[config.mk]
export PLATFORM = sky130hd
export DESIGN_NAME = rx_pcs_decode_byte_order
export DESIGN_NICKNAME = d
export VERILOG_FILES = /design/src/design/rx_pcs_pkg.sv /design/src/design/rx_fifo_if.sv /design/src/design/rx_phase_fifo.sv /design/src/design/rx_pcs_decode_byte_order.sv
export SDC_FILE = /design/constraint.sdc
export NUM_CORES = 1
export LEC_CHECK = 0
export BUFFER_PORTS_ARGS = -buffer_cell sky130_fd_sc_hd__buf_2
export CAP_MARGIN = 20
export CORE_ASPECT_RATIO = 1.25
export CORE_MARGIN = 8
export CORE_UTILIZATION = 30
export DETAILED_ROUTE_END_ITERATION = 6
export HOLD_SLACK_MARGIN = 0.05
export SETUP_SLACK_MARGIN = 0.3
export SLEW_MARGIN = 10
export SYNTH_ARGS = -nofsm -noshare
export SYNTH_HDL_FRONTEND = slang
export SYNTH_SLANG_ARGS = --single-unit
[constraint.sdc]
create_clock -name clk_i -period 3.67 [get_ports clk_i]
set_clock_uncertainty 0.1 [all_clocks]
set_input_delay 0 -clock clk_i [delete_from_list [all_inputs] [get_ports clk_i]]
set_output_delay 0 -clock clk_i [all_outputs]
set_load 0.02 [all_outputs]
[src/design/rx_pcs_pkg.sv]
// Purpose: shared constants and types of the receive decode and byte order path
// Assumes: one clock, classic Wishbone register access
// Notes: offsets are byte addresses of aligned 32-bit words
package rx_pcs_pkg;

    // ==========================================================
    // widths and depths
    localparam int LANE_W = 10;
    localparam int WORD_W = 20;
    localparam int FIFO_DEPTH = 4;
    localparam int ADR_W = 8;
    localparam int CNT_W = 8;

    // ==========================================================
    // register offsets
    localparam logic [7:0] REG_CTRL = 8'h00;
    localparam logic [7:0] REG_PATTERN = 8'h04;
    localparam logic [7:0] REG_PAD = 8'h08;
    localparam logic [7:0] REG_SYNC_CFG = 8'h0C;
    localparam logic [7:0] REG_STATUS = 8'h10;

    // ==========================================================
    // control field positions and reset values
    localparam int CTRL_DESER = 0;
    localparam int CTRL_DEC = 1;
    localparam int CTRL_USER = 2;
    localparam int CTRL_FLIP = 3;
    localparam int CTRL_DET = 4;
    localparam int CTRL_W = 5;
    localparam logic [4:0] CTRL_RST = 5'h03;
    localparam logic [8:0] PATTERN_RST = 9'h1BC;
    localparam logic [8:0] PAD_RST = 9'h1F7;
    localparam logic [7:0] GOOD_RST = 8'h03;
    localparam logic [7:0] ERR_RST = 8'h04;
    localparam int CFG_ERR_POS = 8;

    // ==========================================================
    // status field positions
    localparam int ST_DONE = 0;
    localparam int ST_SYNC = 1;
    localparam int ST_OVF = 2;
    localparam int ST_CERR = 3;
    localparam int ST_DERR = 4;

    // control flag plus data of the sync code group
    localparam logic [8:0] COMMA_LANE = 9'h1BC;

    typedef enum logic {HUNT, LOCKED} sync_state_t;

endpackage : rx_pcs_pkg

[src/design/rx_fifo_if.sv]
// Purpose: carrier between the ordering logic and the phase compensation fifo
// Assumes: both ends on the same clock
// Notes: none
`timescale 1ns/1ps
`default_nettype none
interface rx_fifo_if #(parameter int WORD_W = 20);
    logic wr_valid;
    logic [WORD_W-1:0] wr_data;
    logic det_lat;
    logic flip_en;
    logic rd_valid;
    logic [WORD_W-1:0] rd_data;
    logic overflow;
    modport src (output wr_valid, wr_data, det_lat, flip_en,
                 input rd_valid, rd_data, overflow);
    modport sink (input wr_valid, wr_data, det_lat, flip_en,
                  output rd_valid, rd_data, overflow);
endinterface : rx_fifo_if
`default_nettype wire

[src/design/rx_phase_fifo.sv]
// Purpose: four word phase compensation fifo with registered bypass mode
// Assumes: reader drains every cycle, no stall
// Notes: gray coded pointers, output bit flip per byte
`timescale 1ns/1ps
`default_nettype none
module rx_phase_fifo #(
    parameter int DEPTH = rx_pcs_pkg::FIFO_DEPTH
) (
    input wire logic clk_i,
    input wire logic rst_i,
    rx_fifo_if.sink fi
);
    import rx_pcs_pkg::*;
    localparam int AW = $clog2(DEPTH) + 1;

    function automatic logic [AW-1:0] to_gray(input logic [AW-1:0] b);
        to_gray = b ^ (b >> 1);
    endfunction : to_gray

    function automatic logic [WORD_W-1:0] flip(input logic [WORD_W-1:0] w);
        logic [WORD_W-1:0] r;
        r = w;
        for (int l = 0; l < WORD_W / LANE_W; l++)
        begin
            for (int i = 0; i < 8; i++)
            begin
                r[l*LANE_W+i] = w[l*LANE_W+7-i];
            end
        end
        flip = r;
    endfunction : flip

    // ==========================================================
    // storage and pointers
    logic [WORD_W-1:0] mem [DEPTH];
    logic [AW-1:0] wbin;
    logic [AW-1:0] rbin;
    logic [AW-1:0] wgray;
    logic [AW-1:0] rgray;
    wire empty = (wgray == rgray);
    wire full = (wgray == {~rgray[AW-1:AW-2], rgray[AW-3:0]});
    wire do_wr = fi.wr_valid && !full && !fi.det_lat;
    wire do_rd = !empty && !fi.det_lat;
    wire [WORD_W-1:0] head = mem[rbin[AW-2:0]];
    wire [WORD_W-1:0] next_out = fi.det_lat ? fi.wr_data : head;

    always_ff @(posedge clk_i)
    begin
        if (do_wr)
            mem[wbin[AW-2:0]] <= fi.wr_data;
    end

    always_ff @(posedge clk_i)
    begin
        if (rst_i)
        begin
            wbin <= '0;
            rbin <= '0;
            wgray <= '0;
            rgray <= '0;
        end
        else if (fi.det_lat)
        begin
            rbin <= wbin;
            rgray <= wgray;
        end
        else
        begin
            if (do_wr)
            begin
                wbin <= wbin + 1'b1;
                wgray <= to_gray(wbin + 1'b1);
            end
            if (do_rd)
            begin
                rbin <= rbin + 1'b1;
                rgray <= to_gray(rbin + 1'b1);
            end
        end
    end

    always_ff @(posedge clk_i)
    begin
        if (rst_i)
        begin
            fi.rd_valid <= 1'b0;
            fi.rd_data <= '0;
            fi.overflow <= 1'b0;
        end
        else
        begin
            fi.rd_valid <= fi.det_lat ? fi.wr_valid : do_rd;
            fi.rd_data <= fi.flip_en ? flip(next_out) : next_out;
            fi.overflow <= fi.wr_valid && full && !fi.det_lat;
        end
    end

    // ==========================================================
    // checks
    a_fifo_lat_two: assert property (@(posedge clk_i) disable iff (rst_i)
        do_wr && empty && !fi.det_lat && !$past(fi.det_lat)
        |=> ##1 fi.rd_valid)
        else $error("fifo word not out after two cycles");
    a_reg_lat_one: assert property (@(posedge clk_i) disable iff (rst_i)
        fi.det_lat && fi.wr_valid |=> fi.rd_valid)
        else $error("registered mode word not out after one cycle");
    a_fifo_depth_full: assert property (@(posedge clk_i) disable iff (rst_i)
        full |-> (AW'(wbin - rbin) == AW'(DEPTH)))
        else $error("fifo full at wrong fill level");
endmodule : rx_phase_fifo
`default_nettype wire

[src/design/rx_pcs_decode_byte_order.sv]
// Purpose: receive 8b/10b decode, sync detect, byte pairing, byte order,
//          phase fifo and bit flip, with Wishbone registers
// Assumes: code groups arrive from logic on clk_i, one per valid cycle
// Notes: code_i[9:4] is abcdei, code_i[3:0] is fghj
//
// Behaviour
// - decode one 10-bit group into 8 data bits plus control flag
// - decode with the standard 8b/10b tables and running disparity checks
// - when enabled, pack two consecutive bytes into one double-width word
// - make no assumption about which byte starts a pair after reset
// - pattern in upper byte while searching inserts the pad byte
// - with decoding bypassed pattern and pad compare as 8 bits
// - with decoding on pattern and pad are 9 bits, top is control
// - align mode: rising sync flag starts the pattern search
// - ordering done asserts when pattern found, padded or not
// - align mode: each new sync rise clears done and searches again
// - user mode: rising trigger input starts the search, done on find
// - four entry fifo carries words to the fabric side
// - fifo adds two cycles in normal mode
// - deterministic mode makes the fifo one register stage
// - fifo width set by parameter to channel width
// - flip option reverses bit order within each output byte
// - sync rises after count of sync groups, falls after count of errors
//
// Chosen here: the Wishbone slave port and the address map.
`timescale 1ns/1ps
`default_nettype none
module rx_pcs_decode_byte_order #(
    parameter int WORD_W = rx_pcs_pkg::WORD_W
) (
    input wire logic clk_i,
    input wire logic rst_i,
    input wire logic wb_cyc_i,
    input wire logic wb_stb_i,
    input wire logic wb_we_i,
    input wire logic [rx_pcs_pkg::ADR_W-1:0] wb_adr_i,
    input wire logic [3:0] wb_sel_i,
    input wire logic [31:0] wb_dat_i,
    output logic [31:0] wb_dat_o,
    output logic wb_ack_o,
    input wire logic [rx_pcs_pkg::LANE_W-1:0] code_i,
    input wire logic code_valid_i,
    input wire logic order_trig_i,
    output logic [WORD_W-1:0] data_o,
    output logic data_valid_o,
    output logic order_done_o,
    output logic sync_o,
    output logic code_err_o,
    output logic disp_err_o
);
    import rx_pcs_pkg::*;

    // ==========================================================
    // decode tables
    function automatic logic [5:0] dec6(input logic [5:0] s);
        unique case (s)
            6'h27, 6'h18: dec6 = 6'h20;
            6'h1D, 6'h22: dec6 = 6'h21;
            6'h2D, 6'h12: dec6 = 6'h22;
            6'h31: dec6 = 6'h23;
            6'h35, 6'h0A: dec6 = 6'h24;
            6'h29: dec6 = 6'h25;
            6'h19: dec6 = 6'h26;
            6'h38, 6'h07: dec6 = 6'h27;
            6'h39, 6'h06: dec6 = 6'h28;
            6'h25: dec6 = 6'h29;
            6'h15: dec6 = 6'h2A;
            6'h34: dec6 = 6'h2B;
            6'h0D: dec6 = 6'h2C;
            6'h2C: dec6 = 6'h2D;
            6'h1C: dec6 = 6'h2E;
            6'h17, 6'h28: dec6 = 6'h2F;
            6'h1B, 6'h24: dec6 = 6'h30;
            6'h23: dec6 = 6'h31;
            6'h13: dec6 = 6'h32;
            6'h32: dec6 = 6'h33;
            6'h0B: dec6 = 6'h34;
            6'h2A: dec6 = 6'h35;
            6'h1A: dec6 = 6'h36;
            6'h3A, 6'h05: dec6 = 6'h37;
            6'h33, 6'h0C: dec6 = 6'h38;
            6'h26: dec6 = 6'h39;
            6'h16: dec6 = 6'h3A;
            6'h36, 6'h09: dec6 = 6'h3B;
            6'h0E, 6'h0F, 6'h30: dec6 = 6'h3C;
            6'h2E, 6'h11: dec6 = 6'h3D;
            6'h1E, 6'h21: dec6 = 6'h3E;
            6'h2B, 6'h14: dec6 = 6'h3F;
            default: dec6 = 6'h00;
        endcase
    endfunction : dec6

    function automatic logic [3:0] dec4(input logic [3:0] f);
        unique case (f)
            4'hB, 4'h4: dec4 = 4'h8;
            4'h9: dec4 = 4'h9;
            4'h5: dec4 = 4'hA;
            4'hC, 4'h3: dec4 = 4'hB;
            4'hD, 4'h2: dec4 = 4'hC;
            4'hA: dec4 = 4'hD;
            4'h6: dec4 = 4'hE;
            4'hE, 4'h1, 4'h7, 4'h8: dec4 = 4'hF;
            default: dec4 = 4'h0;
        endcase
    endfunction : dec4

    // ==========================================================
    // registers
    logic [CTRL_W-1:0] ctrl;
    logic [8:0] pattern;
    logic [8:0] pad;
    logic [CNT_W-1:0] cfg_good;
    logic [CNT_W-1:0] cfg_err;
    logic ovf_flag;
    logic cerr_flag;
    logic derr_flag;
    logic order_done;
    logic sync;
    rx_fifo_if #(.WORD_W(WORD_W)) fi ();

    wire deser_en = ctrl[CTRL_DESER];
    wire dec_en = ctrl[CTRL_DEC];
    wire user_mode = ctrl[CTRL_USER];

    wire bus_req = wb_cyc_i && wb_stb_i;
    wire bus_wr = bus_req && wb_we_i && wb_ack_o;
    wire wr_ctrl = bus_wr && (wb_adr_i == REG_CTRL) && wb_sel_i[0];
    wire wr_pat_lo = bus_wr && (wb_adr_i == REG_PATTERN) && wb_sel_i[0];
    wire wr_pat_hi = bus_wr && (wb_adr_i == REG_PATTERN) && wb_sel_i[1];
    wire wr_pad_lo = bus_wr && (wb_adr_i == REG_PAD) && wb_sel_i[0];
    wire wr_pad_hi = bus_wr && (wb_adr_i == REG_PAD) && wb_sel_i[1];
    wire wr_cfg_lo = bus_wr && (wb_adr_i == REG_SYNC_CFG) && wb_sel_i[0];
    wire wr_cfg_hi = bus_wr && (wb_adr_i == REG_SYNC_CFG) && wb_sel_i[1];
    wire wr_stat = bus_wr && (wb_adr_i == REG_STATUS) && wb_sel_i[0];
    wire clr_ovf = wr_stat && wb_dat_i[ST_OVF];
    wire clr_cerr = wr_stat && wb_dat_i[ST_CERR];
    wire clr_derr = wr_stat && wb_dat_i[ST_DERR];

    wire [31:0] status_word = {27'h0000000, derr_flag, cerr_flag, ovf_flag,
                               sync, order_done};
    wire [31:0] rd_word =
        (wb_adr_i == REG_CTRL) ? {27'h0000000, ctrl} :
        (wb_adr_i == REG_PATTERN) ? {23'h000000, pattern} :
        (wb_adr_i == REG_PAD) ? {23'h000000, pad} :
        (wb_adr_i == REG_SYNC_CFG) ? {16'h0000, cfg_err, cfg_good} :
        (wb_adr_i == REG_STATUS) ? status_word : 32'h00000000;

    always_ff @(posedge clk_i)
    begin
        if (rst_i)
        begin
            wb_ack_o <= 1'b0;
            wb_dat_o <= 32'h00000000;
        end
        else
        begin
            wb_ack_o <= bus_req && !wb_ack_o;
            wb_dat_o <= rd_word;
        end
    end

    always_ff @(posedge clk_i)
    begin
        if (rst_i)
        begin
            ctrl <= CTRL_RST;
            pattern <= PATTERN_RST;
            pad <= PAD_RST;
            cfg_good <= GOOD_RST;
            cfg_err <= ERR_RST;
        end
        else
        begin
            if (wr_ctrl)
                ctrl <= wb_dat_i[CTRL_W-1:0];
            if (wr_pat_lo)
                pattern[7:0] <= wb_dat_i[7:0];
            if (wr_pat_hi)
                pattern[8] <= wb_dat_i[8];
            if (wr_pad_lo)
                pad[7:0] <= wb_dat_i[7:0];
            if (wr_pad_hi)
                pad[8] <= wb_dat_i[8];
            if (wr_cfg_lo)
                cfg_good <= wb_dat_i[7:0];
            if (wr_cfg_hi)
                cfg_err <= wb_dat_i[15:8];
        end
    end

    // ==========================================================
    // 8b/10b decoder
    logic rd;
    wire [5:0] six = code_i[9:4];
    wire [3:0] four = code_i[3:0];
    wire [5:0] d6 = dec6(six);
    wire [3:0] four_adj = (six == 6'h30) ? ~four : four;
    wire [3:0] d4 = dec4(four_adj);
    wire k28 = (six == 6'h0F) || (six == 6'h30);
    wire x7_ctrl = (d6[4:0] == 5'h17 || d6[4:0] == 5'h1B ||
                    d6[4:0] == 5'h1D || d6[4:0] == 5'h1E) &&
                   (four == 4'h7 || four == 4'h8);
    wire is_ctrl = k28 || x7_ctrl;
    wire group_bad = !d6[5] || !d4[3];
    wire [2:0] ones6 = 3'($countones(six));
    wire [2:0] ones4 = 3'($countones(four));
    wire err6 = (ones6 == 3'h4 && rd) || (ones6 == 3'h2 && !rd) ||
                (six == 6'h38 && rd) || (six == 6'h07 && !rd);
    wire rd_mid = (ones6 == 3'h4) ? 1'b1 : (ones6 == 3'h2) ? 1'b0 : rd;
    wire err4 = (ones4 == 3'h3 && rd_mid) || (ones4 == 3'h1 && !rd_mid) ||
                (four == 4'hC && rd_mid) || (four == 4'h3 && !rd_mid);
    wire next_rd = (ones4 == 3'h3) ? 1'b1 : (ones4 == 3'h1) ? 1'b0 : rd_mid;
    wire [LANE_W-1:0] next_lane = dec_en ?
        {1'b0, is_ctrl, d4[2:0], d6[4:0]} : code_i;

    logic [LANE_W-1:0] lane;
    logic lane_valid;
    always_ff @(posedge clk_i)
    begin
        if (rst_i)
        begin
            rd <= 1'b0;
            lane <= '0;
            lane_valid <= 1'b0;
            code_err_o <= 1'b0;
            disp_err_o <= 1'b0;
        end
        else
        begin
            lane_valid <= code_valid_i;
            code_err_o <= code_valid_i && dec_en && group_bad;
            disp_err_o <= code_valid_i && dec_en && (err6 || err4);
            if (code_valid_i)
                lane <= next_lane;
            if (code_valid_i && dec_en)
                rd <= next_rd;
        end
    end

    always_ff @(posedge clk_i)
    begin
        if (rst_i)
        begin
            cerr_flag <= 1'b0;
            derr_flag <= 1'b0;
            ovf_flag <= 1'b0;
        end
        else
        begin
            cerr_flag <= code_err_o || (cerr_flag && !clr_cerr);
            derr_flag <= disp_err_o || (derr_flag && !clr_derr);
            ovf_flag <= fi.overflow || (ovf_flag && !clr_ovf);
        end
    end

    // ==========================================================
    // sync detect on decoded groups
    sync_state_t sync_state;
    logic [CNT_W-1:0] good_cnt;
    logic [CNT_W-1:0] err_cnt;
    wire lane_err = code_err_o || disp_err_o;
    wire lane_comma = lane_valid && !lane_err && (lane[8:0] == COMMA_LANE);
    wire [CNT_W-1:0] good_inc = good_cnt + 8'h01;
    wire [CNT_W-1:0] err_inc = err_cnt + 8'h01;
    wire gain = (sync_state == HUNT) && lane_comma && (good_inc >= cfg_good);
    wire lose = (sync_state == LOCKED) && lane_valid && lane_err &&
                (err_inc >= cfg_err);

    always_ff @(posedge clk_i)
    begin
        if (rst_i || !dec_en)
        begin
            sync_state <= HUNT;
            good_cnt <= '0;
            err_cnt <= '0;
        end
        else if (lane_valid)
        begin
            unique case (sync_state)
                HUNT:
                begin
                    good_cnt <= (lane_comma && !gain) ? good_inc : '0;
                    if (gain)
                        sync_state <= LOCKED;
                end
                LOCKED:
                begin
                    err_cnt <= (lane_err && !lose) ? err_inc : '0;
                    if (lose)
                        sync_state <= HUNT;
                end
            endcase
        end
    end
    assign sync = (sync_state == LOCKED);

    // ==========================================================
    // byte deserializer and byte ordering
    function automatic logic hit(input logic [LANE_W-1:0] b,
                                 input logic [8:0] p, input logic d9);
        hit = d9 ? (b[8:0] == p) : (b[7:0] == p[7:0]);
    endfunction : hit

    logic sync_d;
    logic trig_d;
    logic searching;
    logic phase;
    logic [LANE_W-1:0] held;
    logic [WORD_W-1:0] word;
    logic word_valid;
    wire start_align = !user_mode && sync && !sync_d;
    wire start_user = user_mode && order_trig_i && !trig_d;
    wire start = start_align || start_user;
    wire pair_in = lane_valid && deser_en;
    wire lane_hit = hit(lane, pattern, dec_en);
    wire found_lo = pair_in && searching && !phase && lane_hit;
    wire found_hi = pair_in && searching && phase && lane_hit;
    wire found = found_lo || found_hi;
    wire [LANE_W-1:0] pad_lane = dec_en ? {1'b0, pad} : {2'b00, pad[7:0]};

    always_ff @(posedge clk_i)
    begin
        if (rst_i)
        begin
            sync_d <= 1'b0;
            trig_d <= 1'b0;
            searching <= 1'b0;
            order_done <= 1'b0;
        end
        else
        begin
            sync_d <= sync;
            trig_d <= order_trig_i;
            searching <= start || (searching && !found);
            order_done <= found || (order_done && !start);
        end
    end

    // pairing starts on whatever byte comes first after reset
    always_ff @(posedge clk_i)
    begin
        if (rst_i || !deser_en)
        begin
            phase <= 1'b0;
            held <= '0;
        end
        else if (lane_valid)
        begin
            held <= lane;
            phase <= !phase || found_hi;
        end
    end

    always_ff @(posedge clk_i)
    begin
        if (rst_i)
        begin
            word <= '0;
            word_valid <= 1'b0;
        end
        else
        begin
            word_valid <= lane_valid && (!deser_en || phase);
            if (lane_valid && !deser_en)
                word <= {{(WORD_W-LANE_W){1'b0}}, lane};
            else if (pair_in && phase)
                word <= {found_hi ? pad_lane : lane, held};
        end
    end

    // ==========================================================
    // phase compensation fifo
    assign fi.wr_valid = word_valid;
    assign fi.wr_data = word;
    assign fi.det_lat = ctrl[CTRL_DET];
    assign fi.flip_en = ctrl[CTRL_FLIP];

    rx_phase_fifo #(.DEPTH(FIFO_DEPTH)) u_fifo (
        .clk_i(clk_i),
        .rst_i(rst_i),
        .fi(fi)
    );

    assign data_o = fi.rd_data;
    assign data_valid_o = fi.rd_valid;
    assign order_done_o = order_done;
    assign sync_o = sync;

    // ==========================================================
    // checks
    a_ack_one_cycle: assert property (@(posedge clk_i) disable iff (rst_i)
        wb_ack_o |=> !wb_ack_o)
        else $error("ack held longer than one cycle");
    a_pad_insert: assert property (@(posedge clk_i) disable iff (rst_i)
        found_hi |=> word_valid && word[WORD_W-1:LANE_W] == $past(pad_lane)
        && phase)
        else $error("pad byte not inserted");
    a_pair_order: assert property (@(posedge clk_i) disable iff (rst_i)
        pair_in && phase && !found_hi
        |=> word == {$past(lane), $past(held)})
        else $error("bytes not paired in arrival order");
    a_done_on_find: assert property (@(posedge clk_i) disable iff (rst_i)
        found |=> order_done && !searching || $past(start))
        else $error("ordering done missing after pattern found");
    a_align_rerun: assert property (@(posedge clk_i) disable iff (rst_i)
        start_align && !found |=> searching && !order_done)
        else $error("sync rise did not restart ordering");
    a_sync_start: assert property (@(posedge clk_i) disable iff (rst_i)
        $rose(sync) && !user_mode |=> searching)
        else $error("search not started on sync rise");
    a_user_start: assert property (@(posedge clk_i) disable iff (rst_i)
        start_user |=> searching)
        else $error("user trigger did not start search");
    a_bad_code: assert property (@(posedge clk_i) disable iff (rst_i)
        code_valid_i && dec_en && !d6[5] |=> code_err_o && !lane[9])
        else $error("invalid group not flagged");
    a_sync_drop: assert property (@(posedge clk_i) disable iff (rst_i)
        lose |=> !sync_o ##1 !sync_o)
        else $error("sync not dropped after error count");
endmodule : rx_pcs_decode_byte_order
`default_nettype wire

==> qor.yml <==
outcome: "completed"
p_total_mw: 6.179
drt_iter0_drc: 477
relSlewSlack: 0.3572
placed_area_sq_um: 12390
arrival_ns: 3.45
place.gp.congestion: 0.8170
drt_first_pass_iters: 5
crit_type: "in -> reg"
grt_pass1_vias: 8563
viasPerCell: 4.971
initial_utilization: 0.3034
die-area_sq_um: 45040
setup_tns_ns: 0
overflow: 0
core_area_sq_um: 38040
drt-wirelength-per-cell_microns: 16.60
drv_cap: 0
cp-end-kind: "register"
worstSkewPairLatency_ns: 0.51
ctsRootBufferMaster: "clkbuf_16"
die_w_microns: 191.4
rows: 80
synth-simple-area-share: 0.1447
final_area_sq_um: 13640
fin_nets: 1296
cp.required_ns: 4.01
h-tree-depth: 1
synth_edf_count: 80
synth-adder-area-share: 0.05074
grt_max_degree: 73
maxSlewViolCount: 0
route.detailed.drc: 0
cts.sinks: 240
synth_cells: 1079
dp_hpwl_microns: 19910
yosysWarnings: 0
synth_top_flop_cell: "dfxtp_1"
setup_violations: 0
die_y_microns: 235.3
ioPinCount: 119
muxShareOfSynthArea: 0.1284
synth.distinct_cells: 75
hp-class: "in -> reg"
worst_path_largest_cell_delay_ns: 0.52
cts_tree: "done"
fill_cells: 3763
cp_max_fo: 8
syn2layout_area_growth_pct: 18.22
dp.cells: 1612
finalNonFillerCells: 1705
grt_pass1_wl_microns: 45710
start_kind: "input port"
avgSynthCellArea_sq_um: 10.69
numCtsBuffers: 25
track_usage: 0.1222
clk_path_buf_depth: 3
yosysSeqAreaShare: 0.4857
slowest_stage: "fa_1"
ys_ff_latch: 240
portBuffers: 84
antenna_found_initial: 2
period_needed_ns: 3.106
synth_xor_area_frac: 0.02656
finalHoldViolations: 0
worst_ir_drop_vdd_mv: 0.2995
totalWireLength_microns: 28300
syn_area_sq_um: 11540
drive_above_1_share: 0.1627
synthArstFlopShare: 0
crit_chain: "dlygate4sd3_1 > buf_2 > inv_1 > fa_1 > fa_1 > inv_1 > ha_1 > inv_1 > fa_1 > o21ai_0 > nand2_1 > o21ai_1 > xor2_1 > nand3_1 > a31oi_1"
vias: 8476
rsz0062_at_grt: "false"
synth_compound_area_frac: 0.1167
max_slew.worst_pin.slew_ns: 0.9629
synth_top_family_by_area: "simple AND/OR/NAND/NOR gates"
finalCritPeriodShare: 0.8463
power_density_nw_per_um2: 452.9
ant_nets: 0
clk_pin_slew_ns: 0.06
max_freq_ghz: 0.3220
p_leak_nw: 5.139
[kinds of logic (layout without fill, tap and decap cells)]
group,count (synthesis),count (layout)
adders and majority gates,45,45
muxes,101,101
buffers and inverters,119,236
AOI/OAI and AO/OA,195,195
DFF,240,240
other,1,18
and+or+nand+nor,343,343
xor gates and xnor gates,35,35
[repair_timing]
action                                 in CTS  in global routing
hold buffers                               46                  0
resized for setup                           0                  1
setup endpoints to repair                   0                  1
endpoints found under the hold margin      93                  0
setup buffers                               0                  0
[worst max-delay path, delay by kind of cell]
kind            cells  cell delay, ns
compound gates      3            0.50
xor+xnor            1            0.18
fa+ha+maj           4            1.62
buf+inv             5            0.98
simple gates        2            0.15
[cells in the mapped netlist (18+ instances only)]
library cell  instances  area (sq um)
nor2b_1              28         175.2
o21ai_0              22         110.1
mux4_2               37         833.3
xnor2_1              18         157.7
a21oi_1              63         315.3
clkbuf_1             40         150.1
mux2i_1              58         580.6
ha_1                 38         475.5
nand3_1              42         210.2
nand2_1              66         247.7
inv_1                40         150.1
edfxtp_1             80          2402
buf_4                18         135.1
dfxtp_1             160          3203
nor2_1              121         454.2
[where the power goes]
part           internal [mW]  switching, mW  total, mW
Sequential              2.82         0.0780       2.90
Clock                   1.42          0.992       2.41
Combinational          0.403          0.464      0.867
[placed cells by master (no fill, tap or decap), types with 6 or more instances in the layout]
master,n
dfxtp_1,160
nand2b_1,12
ha_1,38
inv_1,41
a211o_1,15
a21oi_1,63
a22oi_1,6
clkinv_2,6
buf_4,18
o21ai_0,21
dlygate4sd3_1,46
o211ai_1,8
nand3_1,42
mux4_2,37
conb_1,16
clkbuf_16,25
nand2_1,66
o2111ai_1,9
xnor2_1,18
buf_2,83
a32o_1,6
mux2i_1,58
nor2_1,121
xor2_1,17
and2_1,6
and3_1,8
edfxtp_1,80
nor3_1,17
mux2_2,6
nor2b_1,28
a31oi_1,7
clkinv_1,6
a211oi_1,17
nor4_1,10
[area by class of cell]
type / count / area, sq um / share of cell area
sequential: 240 / 5605 / 0.4109
multi-input combinational: 735 / 5450 / 0.3995
timing repair buffer: 147 / 1011 / 0.07411
clock buffer: 34 / 709.4 / 0.05200
tap: 492 / 615.6 / 0.04513
inverter: 44 / 165.2 / 0.01211
clock inverter: 11 / 80.08 / 0.005870
antenna: 2 / 5.005 / 0.0003669
[path summary, 6_finish.rpt]
kind | startpoint | endpoint | slack (ns) | cells past startpoint
setup / recovery | code_i[4] | disp_err_o | 0.56 | 15
hold / removal | wb_cyc_i | cfg_good[3] | 0.08 | 6
hold reg to reg | wb_ack_o | wb_ack_o | 0.33 | 1
setup reg to reg | good_cnt[0] | sync_o | 0.70 | 10
[through the flow]
stage                     utilization  hold slack [ns]  worst slack, ns
final                          0.3587          0.08102           0.5641
after global routing           0.3587           0.1187           0.3860
after CTS                      0.3585          0.06271           0.4900
after detailed placement       0.3257           0.1404           0.4900
after global placement         0.3257           0.1317           0.5751
after floorplan                     -          0.01831           0.8445
[per-layer routing]
layer	share of wire	wire, microns	up-vias	GRT usage
met2	0.51	14430	164	0.2188
met4	0.022	635	0	0.03340
li1	-	-	4136	-
met5	0	0	-	0
met1	0.43	12210	4131	0.1502
met3	0.036	1022	45	0.01615
[registers in the layout (all words and copies together) (netlist names), 3 cells and up, named ones only]
register	flops
ctrl	5
u_fifo.mem	80
pattern	9
u_fifo.wgray	3
wb_dat_o	16
lane	10
pad	9
held	10
fi.wr_data	20
u_fifo.fi.rd_data	20
cfg_good	8
err_cnt	8
u_fifo.rgray	3
cfg_err	8
good_cnt	8
(Power assumes the default switching activity.)
